## src/hw/aux_tx_pkg.sv

```systemverilog
// Shared types and constants for the auxiliary transmit insertion path.
// Assumes a single core clock domain; no software-visible registers.
package aux_tx_pkg;

    // =========================================================
    // Frame geometry defaults
    // =========================================================
    localparam int WORDS_PER_BF_DEF = 4;     // 32-bit words per basic frame
    localparam int LATENCY_DEF = 0;          // Extra write latency cycles
    localparam int HFN_MAX_DEF = 149;        // Last hyperframe number
    localparam int BF_MAX = 255;             // Last basic frame index
    localparam int LANES = 4;                // Byte lanes per word

    // =========================================================
    // Protected control character and reset values
    // =========================================================
    localparam logic [7:0] SYNC_CHAR = 8'hBC;
    localparam logic [7:0] HFN_RST = 8'h00;
    localparam logic [7:0] BF_RST = 8'h00;
    localparam logic [6:0] SEQ_RST = 7'h00;

    // Frame position shown to user logic
    typedef struct packed {
        logic [7:0] hfn;    // Hyperframe number
        logic [7:0] bf;     // Basic frame within hyperframe
        logic [6:0] seq;    // Word within basic frame
        logic [3:0] ctrl;   // Control byte lanes of this word
    } pos_s;

    // Word leaving the block toward the line side
    typedef struct packed {
        logic [31:0] data;
        pos_s pos;
    } frame_word_s;

    // Frame synchronisation states
    typedef enum logic [1:0] {
        ST_IDLE,
        ST_ALIGN,
        ST_RUN
    } sync_state_e;

endpackage : aux_tx_pkg

```

## src/hw/aux_tx_write_latency_insert.sv

```systemverilog
// Auxiliary transmit insertion: publishes frame position, takes masked
// words back after 1+LATENCY cycles, flags overwrites of the sync char (hyperframe 0, basic frame 0).
// Assumes user logic on core_clk and a line-side sink with ready.
//
// Overview of operation
// - Master resets hyperframe and basic frame counters on resync pulse.
// - Write latency is one cycle at zero, else one plus N cycles.
// - Latency counts from word index shown to data driven for it.
// - Same latency serves all direct interfaces; others signal ready.
// - Mask over protected control byte raises error next cycle.
// - Each control indicator bit marks a control byte lane of shown word.
// - Sync pulses and counters come from the frame sync state machine.
// - At zero latency, data seen with index 1 fills index 0 slot.
// - A set mask bit makes aux data win over every other source.
// - Words are 32 bits; bits 31 to 24 go first, 7 to 0 last.
// - Basic frame index is an 8-bit value from 0 to 255.
`timescale 1ns/1ps

module aux_tx_write_latency_insert #(
    parameter int WORDS_PER_BF = aux_tx_pkg::WORDS_PER_BF_DEF,
    parameter int LATENCY = aux_tx_pkg::LATENCY_DEF,
    parameter int HFN_MAX = aux_tx_pkg::HFN_MAX_DEF
) (
    // Clock and reset
    input wire logic core_clk,
    input wire logic sys_rst,
    // Mode and link status
    input wire logic radio_controller_master,
    input wire logic link_up,
    input wire logic rx_hf_start,
    // Position toward user logic
    output aux_tx_pkg::pos_s aux_tx_pos,
    output logic aux_tx_bf_pulse,
    output logic aux_tx_hf_pulse,
    output logic aux_tx_running,
    // Data from user logic
    input wire logic aux_tx_sync_rfp,
    input wire logic [31:0] aux_tx_data,
    input wire logic [31:0] aux_tx_mask,
    input wire logic [31:0] core_word,
    output logic aux_tx_err,
    output logic aux_tx_stall,
    // Line side
    output aux_tx_pkg::frame_word_s tx_word,
    output logic tx_valid,
    input wire logic tx_ready
);
    import aux_tx_pkg::*;

    localparam int CW_BYTES = WORDS_PER_BF / LANES;
    localparam logic [6:0] SEQ_LAST = 7'(WORDS_PER_BF - 1);
    localparam logic [7:0] HFN_LAST = 8'(HFN_MAX);
    localparam logic [7:0] BF_LAST = 8'(BF_MAX);

    // =========================================================
    // Elaboration checks
    // =========================================================
    if (WORDS_PER_BF < 4 || WORDS_PER_BF > 80 || WORDS_PER_BF % 4 != 0)
        $error("WORDS_PER_BF must be a multiple of 4 from 4 to 80");
    if (LATENCY < 0 || LATENCY > 64)
        $error("LATENCY must be 0 to 64");
    if (HFN_MAX < 1 || HFN_MAX > 255)
        $error("HFN_MAX must be 1 to 255");

    // Control lanes of a word; byte 31:24 is the earliest in the frame
    function automatic logic [3:0] ctrl_lanes(input logic [6:0] seq);
        logic [3:0] lanes;
        int byte_idx;
        lanes = 4'h0;
        for (int l = 0; l < LANES; l++) begin
            byte_idx = int'(seq) * LANES + l;
            lanes[LANES-1-l] = (byte_idx < CW_BYTES);
        end
        return lanes;
    endfunction : ctrl_lanes

    // =========================================================
    // Frame sync state machine and position counters
    // =========================================================
    sync_state_e state_reg, state_next;
    pos_s pos_reg, pos_next;
    logic bf_pulse_reg, bf_pulse_next;
    logic hf_pulse_reg, hf_pulse_next;
    logic stall;
    logic run_reg;
    logic advance;

    assign advance = (state_reg == ST_RUN) && !stall;

    // Next state and position
    always_comb begin
        state_next = state_reg;
        pos_next = pos_reg;
        bf_pulse_next = 1'b0;
        hf_pulse_next = 1'b0;
        case (state_reg)
            ST_IDLE: begin
                pos_next = '{HFN_RST, BF_RST, SEQ_RST, ctrl_lanes(SEQ_RST)};
                if (link_up) begin
                    state_next = radio_controller_master ? ST_RUN : ST_ALIGN;
                    bf_pulse_next = radio_controller_master;
                    hf_pulse_next = radio_controller_master;
                end
            end
            ST_ALIGN: begin
                // Slave waits for received hyperframe start
                if (!link_up) begin
                    state_next = ST_IDLE;
                end else if (rx_hf_start) begin
                    state_next = ST_RUN;
                    bf_pulse_next = 1'b1;
                    hf_pulse_next = 1'b1;
                end
            end
            ST_RUN: begin
                if (!link_up) begin
                    state_next = ST_IDLE;
                end else if (radio_controller_master && aux_tx_sync_rfp) begin
                    pos_next = '{HFN_RST, BF_RST, SEQ_RST,
                                 ctrl_lanes(SEQ_RST)};
                    bf_pulse_next = 1'b1;
                    hf_pulse_next = 1'b1;
                end else if (advance) begin
                    // Counters step once per word
                    if (pos_reg.seq == SEQ_LAST) begin
                        pos_next.seq = SEQ_RST;
                        bf_pulse_next = 1'b1;
                        if (pos_reg.bf == BF_LAST) begin
                            pos_next.bf = BF_RST;
                            hf_pulse_next = 1'b1;
                            pos_next.hfn = (pos_reg.hfn == HFN_LAST) ?
                                HFN_RST : pos_reg.hfn + 8'h01;
                        end else begin
                            pos_next.bf = pos_reg.bf + 8'h01;
                        end
                    end else begin
                        pos_next.seq = pos_reg.seq + 7'h01;
                    end
                    pos_next.ctrl = ctrl_lanes(pos_next.seq);
                end
            end
            default: state_next = ST_IDLE;
        endcase
    end

    // Register state and position
    always_ff @(posedge core_clk) begin
        if (sys_rst) begin
            state_reg <= ST_IDLE;
            run_reg <= 1'b0;
            pos_reg <= '0;
            bf_pulse_reg <= 1'b0;
            hf_pulse_reg <= 1'b0;
        end else begin
            state_reg <= state_next;
            run_reg <= (state_next == ST_RUN);
            pos_reg <= pos_next;
            bf_pulse_reg <= bf_pulse_next;
            hf_pulse_reg <= hf_pulse_next;
        end
    end

    // =========================================================
    // Position delay line of 1+LATENCY stages
    // =========================================================
    pos_s dly_reg [0:LATENCY], dly_next [0:LATENCY];
    logic [LATENCY:0] dly_v_reg, dly_v_next;

    // Shift the shown position toward the capture point
    always_comb begin
        dly_next = dly_reg;
        dly_v_next = dly_v_reg;
        if (state_reg != ST_RUN) begin
            dly_v_next = '0;
        end else if (!stall) begin
            dly_next[0] = pos_reg;
            dly_v_next[0] = 1'b1;
            for (int i = 1; i <= LATENCY; i++) begin
                dly_next[i] = dly_reg[i-1];
                dly_v_next[i] = dly_v_reg[i-1];
            end
        end
    end

    // Register delay line
    always_ff @(posedge core_clk) begin
        if (sys_rst) begin
            for (int i = 0; i <= LATENCY; i++) begin
                dly_reg[i] <= '0;
            end
            dly_v_reg <= '0;
        end else begin
            dly_reg <= dly_next;
            dly_v_reg <= dly_v_next;
        end
    end

    // =========================================================
    // Insertion and protected-byte check
    // =========================================================
    pos_s cap_pos;
    logic capture;
    logic [31:0] prot_mask;
    logic [31:0] base_word;
    frame_word_s ins_word;
    logic err_reg, err_next;

    // Data now on the port targets the oldest delayed position
    assign cap_pos = dly_reg[LATENCY];
    assign capture = dly_v_reg[LATENCY] && !stall;

    // Sync character lanes only when hyperframe and basic frame are zero
    always_comb begin
        prot_mask = 32'h0000_0000;
        base_word = core_word;
        for (int l = 0; l < LANES; l++) begin
            if (cap_pos.ctrl[l] && cap_pos.hfn == HFN_RST &&
                cap_pos.bf == BF_RST) begin
                prot_mask[l*8 +: 8] = 8'hFF;
                base_word[l*8 +: 8] = SYNC_CHAR;
            end
        end
        // Mask bit selects aux data over every other source
        ins_word.data = (aux_tx_mask & aux_tx_data) |
                        (~aux_tx_mask & base_word);
        ins_word.pos = cap_pos;
        err_next = capture && |(aux_tx_mask & prot_mask);
    end

    // Register error pulse
    always_ff @(posedge core_clk) begin
        if (sys_rst) begin
            err_reg <= 1'b0;
        end else begin
            err_reg <= err_next;
        end
    end

    // =========================================================
    // Two-entry output buffer
    // =========================================================
    frame_word_s head_reg, head_next, skid_reg, skid_next;
    logic head_v_reg, head_v_next, skid_v_reg, skid_v_next;

    // Stall the framer while a word waits in the skid slot
    assign stall = skid_v_reg;

    // Head is the visible slot; skid holds one word during a stall
    always_comb begin
        head_next = head_reg;
        skid_next = skid_reg;
        head_v_next = head_v_reg;
        skid_v_next = skid_v_reg;
        if (head_v_reg && tx_ready) begin
            head_v_next = skid_v_reg;
            head_next = skid_reg;
            skid_v_next = 1'b0;
        end
        if (capture) begin
            if (!head_v_next) begin
                head_next = ins_word;
                head_v_next = 1'b1;
            end else begin
                skid_next = ins_word;
                skid_v_next = 1'b1;
            end
        end
    end

    // Register buffer
    always_ff @(posedge core_clk) begin
        if (sys_rst) begin
            head_reg <= '0;
            skid_reg <= '0;
            head_v_reg <= 1'b0;
            skid_v_reg <= 1'b0;
        end else begin
            head_reg <= head_next;
            skid_reg <= skid_next;
            head_v_reg <= head_v_next;
            skid_v_reg <= skid_v_next;
        end
    end

    // =========================================================
    // Outputs, all from flip-flops
    // =========================================================
    assign aux_tx_pos = pos_reg;
    assign aux_tx_bf_pulse = bf_pulse_reg;
    assign aux_tx_hf_pulse = hf_pulse_reg;
    assign aux_tx_running = run_reg;
    assign aux_tx_err = err_reg;
    assign aux_tx_stall = skid_v_reg;
    assign tx_word = head_reg;
    assign tx_valid = head_v_reg;

endmodule : aux_tx_write_latency_insert

```

## config.mk

```make
export PLATFORM = sky130hd
export DESIGN_NAME = aux_tx_write_latency_insert
export DESIGN_NICKNAME = d
export VERILOG_FILES = /design/src/hw/aux_tx_pkg.sv /design/src/hw/aux_tx_write_latency_insert.sv
export SDC_FILE = /design/constraint.sdc
export NUM_CORES = 1
export LEC_CHECK = 0
export BUFFER_PORTS_ARGS = -buffer_cell sky130_fd_sc_hd__buf_2
export CAP_MARGIN = 20
export CORE_AREA = 5 5 126 128
export DETAILED_ROUTE_END_ITERATION = 7
export DIE_AREA = 0 0 131 133
export GPL_TIMING_DRIVEN = 0
export PLACE_DENSITY_LB_ADDON = 0.05
export SYNTH_ARGS = -nofsm -noshare
export SYNTH_HDL_FRONTEND = slang
export SYNTH_SLANG_ARGS = --single-unit
```

## constraint.sdc

```tcl
create_clock -name core_clk -period 2.54 [get_ports core_clk]
set_input_delay 0.127 -clock core_clk [delete_from_list [all_inputs] [get_ports core_clk]]
set_output_delay 0.127 -clock core_clk [all_outputs]
set_load 0.1 [all_outputs]
```

Word-level counts from Yosys, hierarchy flattened:

Cells that the tools add are included.

* register bits after elaboration: 181
* input bits: 103
* output and inout port bits: 92
* logic and storage cells: 128

* add/subtract/negate cells: 6
* $lt $le $gt $ge: 4
* eq/ne operators: 11
* multiplexer cells: 49
* bitwise gates (word level): 7
* reductions and logical operators: 25

Operator list (number)
* two-way mux 59 bit: 3
* AND 32 bit: 3
* two-way mux 8 bit: 11
* two-way mux 27 bit: 3
* case mux 27 bit (2 select lines): 1
* two-way mux 7 bit: 5
* inverter 32 bit: 1
* bitwise OR 32 bit: 1
* OR reduction 32 bit: 1
* < comparator 10 x 1 -> 1 bit, second input constant: 3
* adder 9 x 2 -> 10 bit, second input constant: 2
* two-way mux 1 bit: 17
* adder 8 x 1 -> 8 bit, second input constant: 2
* == test 8 bit, second input constant: 2
* zero test 8 bit: 2
* two-way mux 16 bit: 1
* logical AND 1 bit: 13
* adder 9 x 1 -> 10 bit, second input constant: 1
* two-way mux 2 bit: 5
* < comparator 9 x 1 -> 1 bit, second input constant: 1
* adder 7 x 1 -> 7 bit, second input constant: 1
* == test 7 x 2 -> 1 bit, second input constant: 1
* inequality test 3 x 1 -> 1 bit, second input constant: 2
* case mux 1 bit (3 select lines): 2
* other kinds (14): 18

Longest topological paths before layout:

Gate-level depths: netlist (run 1).

* word-level depth: 12
* depth in mapped cells: 8
* depth with buffers taken out: 7

Worst setup path before layout (run 1):

OpenSTA, ideal clock, no wires.

* path kind: register to register
* from: reg pos_reg (netlist bit aux_tx_pos[4])
* to: reg pos_reg (netlist bit aux_tx_pos[9])
* library setup time: 0.184 ns
* data arrival time: 2.316 ns
* required time: 2.356 ns
* path slack: 0.040 ns
* cell stages (with the launch flop): 8
* buffers on the path: 1
* period minus slack after synthesis: 2.500 ns
* cells stage by stage: dfxtp_1 ha_1 or2b_1 nor2_8 nor4b_4 buf_4 a41oi_1 a311oi_1

* word-level cells in the longest chain between the ends: 10

Ends and longest elaborated chain
* start, declared: line aux_tx_write_latency_insert.sv:81 `pos_s pos_reg, pos_next;`
* start signal, assigned: line aux_tx_write_latency_insert.sv:157 `pos_reg <= pos_next;`
* adder 7 x 1 -> 7 bit / == test 7 x 2 -> 1 bit (equally long branches): line aux_tx_write_latency_insert.sv:137, aux_tx_write_latency_insert.sv:125
* two-way mux 7 bit (*): line aux_tx_write_latency_insert.sv:125 `if (pos_reg.seq == SEQ_LAST) begin`
* two-way mux 7 bit (*): line aux_tx_write_latency_insert.sv:123 `end else if (advance) begin`
* two-way mux 7 bit (*): line aux_tx_write_latency_insert.sv:118 `end else if (radio_controller_master && aux_tx_sync_rfp) begin`
* two-way mux 7 bit (*): line aux_tx_write_latency_insert.sv:116 `if (!link_up) begin`
* two-way mux 7 bit (*): line aux_tx_write_latency_insert.sv:96 `case (state_reg)`
* two-way mux 27 bit (*): line aux_tx_write_latency_insert.sv:123
* two-way mux 27 bit (*): line aux_tx_write_latency_insert.sv:118
* two-way mux 27 bit (*): line aux_tx_write_latency_insert.sv:116
* case mux 27 bit (2 select lines) (*): line aux_tx_write_latency_insert.sv:96

Every way passes the cells marked *; elsewhere a longest branch is shown, timed or not. The select of a mux whose other input is x is not followed.
A chain may end at the register's enable or synchronous reset.

Worst setup path after layout (run 1):

* from: reg skid_v_reg (netlist: aux_tx_stall)
* to: reg head_reg (netlist bit tx_word[37])

* word-level cells in the longest chain between the ends: 3

Ends and longest elaborated chain
* start, declared: line aux_tx_write_latency_insert.sv:243 `logic head_v_reg, head_v_next, skid_v_reg, skid_v_next;`
* start signal, assigned: line aux_tx_write_latency_insert.sv:281 `skid_v_reg <= skid_v_next;`
* two-way mux 1 bit / zero test 1 bit (equally long branches): line aux_tx_write_latency_insert.sv:254, aux_tx_write_latency_insert.sv:210
* two-way mux 59 bit / logical AND 1 bit (equally long branches): line aux_tx_write_latency_insert.sv:260, aux_tx_write_latency_insert.sv:210
* two-way mux 59 bit (*): line aux_tx_write_latency_insert.sv:259 `if (capture) begin`
* end signal, assigned: line aux_tx_write_latency_insert.sv:278 `head_reg <= head_next;`
* end, declared: line aux_tx_write_latency_insert.sv:242 `frame_word_s head_reg, head_next, skid_reg, skid_next;`

Every way passes the cells marked *; elsewhere a longest branch is shown, timed or not.

==> out/results.ini, run 1 <==
[status]
status=complete, no violations

[routing]
drtIter0Drc=438
ant_nets=0
route.detailed.drc=0
wl_met3_um=1278
wl_met1_um=9487
wirelength_um=21660
vias=7227
drtPass1Iterations=5
dr_wl_met2_um=10450
via_per_inst=5.615
wl_per_cell_um=16.83
highest_layer=met4

[power_and_ir_drop]
seq_power_share_pct=44.8
p_switching_mw=1.649
power.internal_mw=4.534
p_clk_share_pct=42.4
pwr_density_cell_mw_per_mm2=661.4
pwr-share-comb_pct=12.8
ir_drop_uv=461.4
finalPower_mw=6.184
switching_share_pct=26.67
leakagePower_nw=3.764

[grt]
grt_max_degree=17
grt_use_total_pct=24.73
grt_pass1_vias=6823
grt-ovfl-total=0
antenna_found_initial=0
grt_first_pass_wirelength_um=34600

[setup_path]
path_class=reg -> reg
cp.required_ns=2.82
critPathCaptureType=flop
arrival_ns=2.58
start_kind=flop
path_cells=buf_2, nand2b_1, nor2_1, buf_2, buf_2, a211oi_1
slowest_stage=nor2_1
worstPathMaxFanout=10
path_common_cell=buf_2
max_stage_delay_ns=0.67

[synthesis]
ys_seq_area_share_pct=45.56
synth_top_family_by_area=simple AND/OR/NAND/NOR gates
ys_ff_latch=172
synth_cells=876
synth_area_sq_mm=0.007557
synth_flop_cell=dfxtp_1
synth_top_area_share_pct=45.56
synthMuxAreaShare_pct=3.709
yosysWarnings=0
synth_edf_count=0
synth_compound_area_share_pct=21.84
yosys.area_share.simple_pct=22.95
ys_types=61
async_reset_ff_share_pct=0
synth_xor_area_share_pct=0.5795
synthTopCellsByArea=dfxtp_1 46%, a211oi_1 8.6%, nand2_1 6.9%, a21oi_1 4.4%, mux2i_1 3.7%
avgSynthCellArea_sq_um=8.627
synthAdderAreaFrac_pct=0.6623
yosysTopAreaCell=dfxtp_1

[cts]
ctsResizeCount=0
cts_tree=done
numCtsBuffers=17
cts_num_sinks=172
clockRootBuffer=clkbuf_16
cts_hold_buf=0
path_clk_slew_ns=0.06
clock_path_buffers=2
post_cts_buffers=0
htreeDepth=4
clock_latency_ns=0.42

[placed_design]
gp_congestion=0.8408
io_buffers=190
dp_cells=1256
dpl.hpwl_um=16380
placed_cell_area_sq_mm=0.008751
place_ws_ns=0.2592

[sta]
max_freq_mhz=435.3
final_hold_viol_count=0
timing.clock.skew_ns=0.007436
fin_ws_ns=0.2427
period_share_pct=90.45
period_minus_slack_ns=2.297
hold_ws_ns=0.02530
finalSetupTns_ns=0
slew_viol_final=0
grt_setup_unrepaired=no
tightest_slew_ns=0.9160
report.final.setup_viol=0
slew_headroom_pct=38.52

[cells_and_area]
final_common_cell=buf_2
finalNonFillerCells=1287
syn2layout_area_growth_pct=23.71
drive_gt1_share_pct=22.84
final_net_count=1194
largest_reg_flops=59
layout_common_cells=201 x buf_2, 172 x dfxtp_1, 138 x nand2_1, 87 x a211oi_1, 72 x nor2_1
final_cell_area_sq_mm=0.009349
antenna_cells=0
finish.utilization_pct=63.38

[die]
die_h_um=133
die-area_sq_mm=0.01742
io_pins=195
core_sq_mm=0.01475
die-width_um=131
initial_core_util_pct=51.23
rows=45

[hold_path]
min_path_type=in -> reg

[run]
maxCapViolations=0

==> cells in the mapped netlist, drive strengths merged, types with 3 or more instances <==
cell type / count
o21ai: 12
nor3b: 7
and3: 33
inv: 8
nand4: 5
nor2b: 6
mux2i: 28
a311oi: 32
a211oi: 87
o22ai: 5
nor2: 73
clkbuf: 50
dfxtp: 172
nand2: 138
o31ai: 3
a2111oi: 6
nand2b: 9
nor4: 11
nand3: 38
buf: 24
and2: 7
xnor2: 3
nor3: 7
a221oi: 4
ha: 4
a21oi: 68
nand3b: 9
==> kinds of logic after synthesis <==
kind of cell	Yosys count
flip-flops	172
adder cells (fa/ha/maj)	4
AND/OR/NAND/NOR	355
XOR/XNOR	5
multiplexers	28
buffers and inverters	82
other	1
AO/OA/AOI/OAI	229
==> area by class of cell <==
class,instances,area (sq um)
Buffer,74,321.6
Clock buffer,25,515.5
Clock inverter,6,82.58
Fill cell,1352,5403
Inverter,8,30.03
Multi-Input combinational cell,624,3770
Sequential cell,172,3443
Tap cell,188,235.2
Timing Repair Buffer,190,950.9
==> per-layer routing <==
metal | vias up | track usage, %
met5 | - | 0
met4 | 0 | 8.000
met3 | 32 | 4.602
met2 | 226 | 40.89
met1 | 3356 | 32.36
li1 | 3613 | -
==> path summary, 6_finish.rpt <==
path	startpoint	to	slack, ns	depth (start not counted)
setup / recovery	aux_tx_stall$_SDFF_PP0_	tx_word[37]$_SDFF_PP0_	0.24	6
hold / removal	core_word[25]	skid_reg[52]$_SDFFE_PP0P_	0.03	3
setup reg to reg	aux_tx_stall$_SDFF_PP0_	tx_word[37]$_SDFF_PP0_	0.24	6
hold reg to reg	skid_reg[4]$_SDFFE_PP0P_	skid_reg[4]$_SDFFE_PP0P_	0.46	2
==> power by group through the flow <==
stage	logic [mW]	registers [mW]	clock network, mW
4_1_cts	0.792	2.77	2.65
6_report	0.790	2.77	2.62
5_1_grt	0.835	2.78	2.78
2_1_floorplan	0.268	3.13	0
3_3_place_gp	0.786	2.83	0
3_5_place_dp	0.790	2.83	0
==> worst max-delay path, delay by kind of cell, from the launching register on <==
kind | cells | cell delay, ns
compound gates | 1 | 0.11
simple gates | 2 | 0.92
buf+inv | 3 | 0.83
flops | 1 | 0.30
Power figures use the tool's default switching activity.
==> run 2: changes to the inputs <==
- ABC_AREA: not set -> 1
- CORE_AREA: 5 5 126 128 -> 5 5 127 129
- DIE_AREA: 0 0 131 133 -> 0 0 132 134
==> out/results.ini, run 2 <==
[setup_path]
reg2regPathDepth=10  ; +4
cp.required_ns=2.87  ; +0.05 ns
r2r_end=aux_tx_pos[22]$_SDFFE_PP0P_
critPathCaptureType=flop
path_class=reg -> reg
r2r_slack_ns=0.73  ; +0.49 ns
start_kind=flop
rr_startpoint=aux_tx_pos[4]$_SDFFE_PP0P_
arrival_ns=2.14  ; -0.44 ns
worstPathMaxFanout=8  ; -2

[routing]
drtPass1Iterations=4  ; -1
dr_wl_met2_um=11070  ; +5.8%
wl_per_cell_um=15.40  ; -8.5%
wl_met1_um=9513  ; +0.27%
wirelength_um=22510  ; +3.9%
ant_nets=0  ; unchanged
highest_layer=met4
route.detailed.drc=0  ; unchanged
vias=7656  ; +5.9%
drtIter0Drc=445  ; +1.6%
via_per_inst=5.240  ; -6.7%
wl_met3_um=1390  ; +8.8%

[cts]
clock_latency_ns=0.43  ; about the same
clock_path_buffers=2  ; unchanged
post_cts_buffers=0  ; unchanged
ctsResizeCount=0  ; unchanged
cts_hold_buf=7  ; +7
htreeDepth=4  ; unchanged
cts_num_sinks=172  ; unchanged
numCtsBuffers=17  ; unchanged
clockRootBuffer=clkbuf_16
cts_tree=done
path_clk_slew_ns=0.06  ; about the same

[sta]
period_minus_slack_ns=1.809  ; -0.4888 ns
grt_setup_unrepaired=no
slew_viol_final=0  ; unchanged
slew_headroom_pct=58.68  ; +20 points
tightest_slew_ns=0.6198  ; -0.2962 ns
finalSetupTns_ns=0  ; unchanged
fin_ws_ns=0.7315  ; +0.4888 ns
report.final.setup_viol=0  ; unchanged
period_share_pct=71.20  ; -19 points
hold_ws_ns=0.004819  ; -0.02048 ns
timing.clock.skew_ns=0.005683  ; -0.001754 ns
final_hold_viol_count=0  ; unchanged
max_freq_mhz=552.9  ; +27%

[synthesis]
synth_cells=1042  ; +19%
synth_edf_count=0  ; unchanged
yosysTopAreaCell=dfxtp_1
yosysMostFrequentCell=nand2_1
synth_commonest_cells=257 x nand2_1, 172 x dfxtp_1, 111 x a21oi_1, 107 x o21ai_0, 72 x inv_1
ys_types=43  ; -30%
avgSynthCellArea_sq_um=7.335  ; -15%
synth_area_sq_mm=0.007644  ; +1.1%
ys_seq_area_share_pct=45.05  ; -0.51 points
synth_top_area_share_pct=45.05  ; -0.51 points
ys_ff_latch=172  ; unchanged
synthTopCellsByArea=dfxtp_1 45%, nand2_1 13%, a21oi_1 7.3%, o21ai_0 7.0%, inv_1 3.5%
synth_flop_cell=dfxtp_1
yosysWarnings=0  ; unchanged
async_reset_ff_share_pct=0  ; unchanged

[placed_design]
io_buffers=190  ; unchanged
gp_congestion=0.8464  ; +0.67%
place_ws_ns=0.7323  ; +0.4730 ns
dpl.hpwl_um=17030  ; +4.0%

[status]
status=complete, no violations

[die]
rows=45  ; unchanged
die-width_um=132  ; +0.76%
core_sq_mm=0.01492  ; +1.1%
io_pins=195  ; unchanged
die-area_sq_mm=0.01769  ; +1.5%
die_h_um=134  ; +0.75%
initial_core_util_pct=51.23  ; about the same

[cells_and_area]
syn2layout_area_growth_pct=24.14
antenna_cells=0  ; unchanged
final_common_cell=nand2_1
largest_reg_flops=59  ; unchanged
layout_common_cells=257 x nand2_1, 209 x buf_2, 172 x dfxtp_1, 111 x a21oi_1, 107 x o21ai_0
drive_gt1_share_pct=23.33  ; +0.49 points
fill_cells=1423  ; +5.3%
final_net_count=1367  ; +14%

[run]
maxCapViolations=0  ; unchanged

[grt]
grt_first_pass_wirelength_um=35850  ; +3.6%
grt-ovfl-total=0  ; unchanged
grt_pass1_vias=7158  ; +4.9%
antenna_found_initial=0  ; unchanged
grt_use_total_pct=25.01  ; +0.28 points
grt_max_degree=17  ; unchanged

[hold_path]
hold-path-cell-count=3  ; unchanged
min_path_type=in -> reg
worstHoldStart=core_word[9]
hold_end=tx_word[36]$_SDFF_PP0_

[power_and_ir_drop]
pwr_density_cell_mw_per_mm2=661.9  ; about the same
ir_drop_uv=442.1  ; -4.2%
finalPower_mw=6.281  ; +1.6%
leakagePower_nw=4.215  ; +12%

[run 2: changes by cell type in the layout (fill, tap and decap cells not counted), moves of 9 or more]
cell	previous run	this run
and3_1	33	0
inv_1	8	72
a21oi_1	67	111
a211oi_1	87	1
nor4_1	11	2
a31oi_1	0	34
nand3_1	38	49
mux2i_1	28	15
inv_2	0	9
clkbuf_1	52	34
nand2_1	138	257
mux2_2	0	9
a311oi_1	31	0
o21ai_0	11	107
[run 2: layout make-up]
type                       count  area [sq um]  share of cell area [%]
multi-input combinational    724          3587                   37.80
tap                          188         235.2                   2.479
clock buffer                  28         556.8                   5.868
sequential                   172          3443                   36.29
clock inverter                 4         25.02                  0.2637
timing repair buffer         197          1021                   10.76
buffer                        64         296.5                   3.125
inverter                      84         324.1                   3.415
[run 2: where the power goes]
group | switching [mW] | internal (mW)
registers | 0.0437 | 2.77
logic | 0.712 | 0.234
clock network | 1.04 | 1.48
[run 2: cell families after synthesis]
group                    count (synthesis)  synth area share [%]
XOR/XNOR                                 1                0.1146
flip-flops                             172                 45.05
buffers and inverters                  148                 8.119
adder cells (fa/ha/maj)                  4                0.6548
AO/OA/AOI/OAI                          273                 19.02
AND/OR/NAND/NOR                        419                 23.70
multiplexers                            24                 3.290
other                                    1               0.04906
[run 2: metrics by stage]
step / cells / instance area [sq um] / utilization, %
floorplan: 1044 / 7651 / -
global route: 1461 / 9489 / 63.60
finish: 1461 / 9489 / 63.60
CTS: 1461 / 9489 / 63.60
global placement: 1422 / 8837 / 59.23
detailed placement: 1422 / 8837 / 59.23
[run 2: routing by layer]
metal,GRT usage [%],vias to the layer above
li1,-,3884
met1,29.90,3492
met2,43.12,237
met3,6.152,43
met4,10.17,0
met5,0,-
[run 2: how the worst max path moves through the flow]
stage                                from                     endpoint  slack [ns]  cells past startpoint
2_1_floorplan  aux_tx_pos[4]$_SDFFE_PP0P_  aux_tx_pos[19]$_SDFFE_PP0P_        0.23                     10
3_3_place_gp   aux_tx_pos[4]$_SDFFE_PP0P_  aux_tx_pos[19]$_SDFFE_PP0P_        0.73                     10
3_5_place_dp   aux_tx_pos[4]$_SDFFE_PP0P_  aux_tx_pos[22]$_SDFFE_PP0P_        0.73                     10
4_1_cts        aux_tx_pos[4]$_SDFFE_PP0P_  aux_tx_pos[22]$_SDFFE_PP0P_        0.72                     10
5_1_grt        aux_tx_pos[4]$_SDFFE_PP0P_  aux_tx_pos[22]$_SDFFE_PP0P_        0.58                     10
6_report       aux_tx_pos[4]$_SDFFE_PP0P_  aux_tx_pos[22]$_SDFFE_PP0P_        0.73                     10
[run 2: critical path, cell delays in order (launching register included)]
cell	delay, ns
dfxtp_1	0.43
ha_1	0.28
inv_2	0.05
nor2_2	0.13
nand3_4	0.15
nand2_4	0.13
nand3_4	0.15
nand2_4	0.16
clkinv_4	0.09
nor2_4	0.11
a21oi_2	0.03
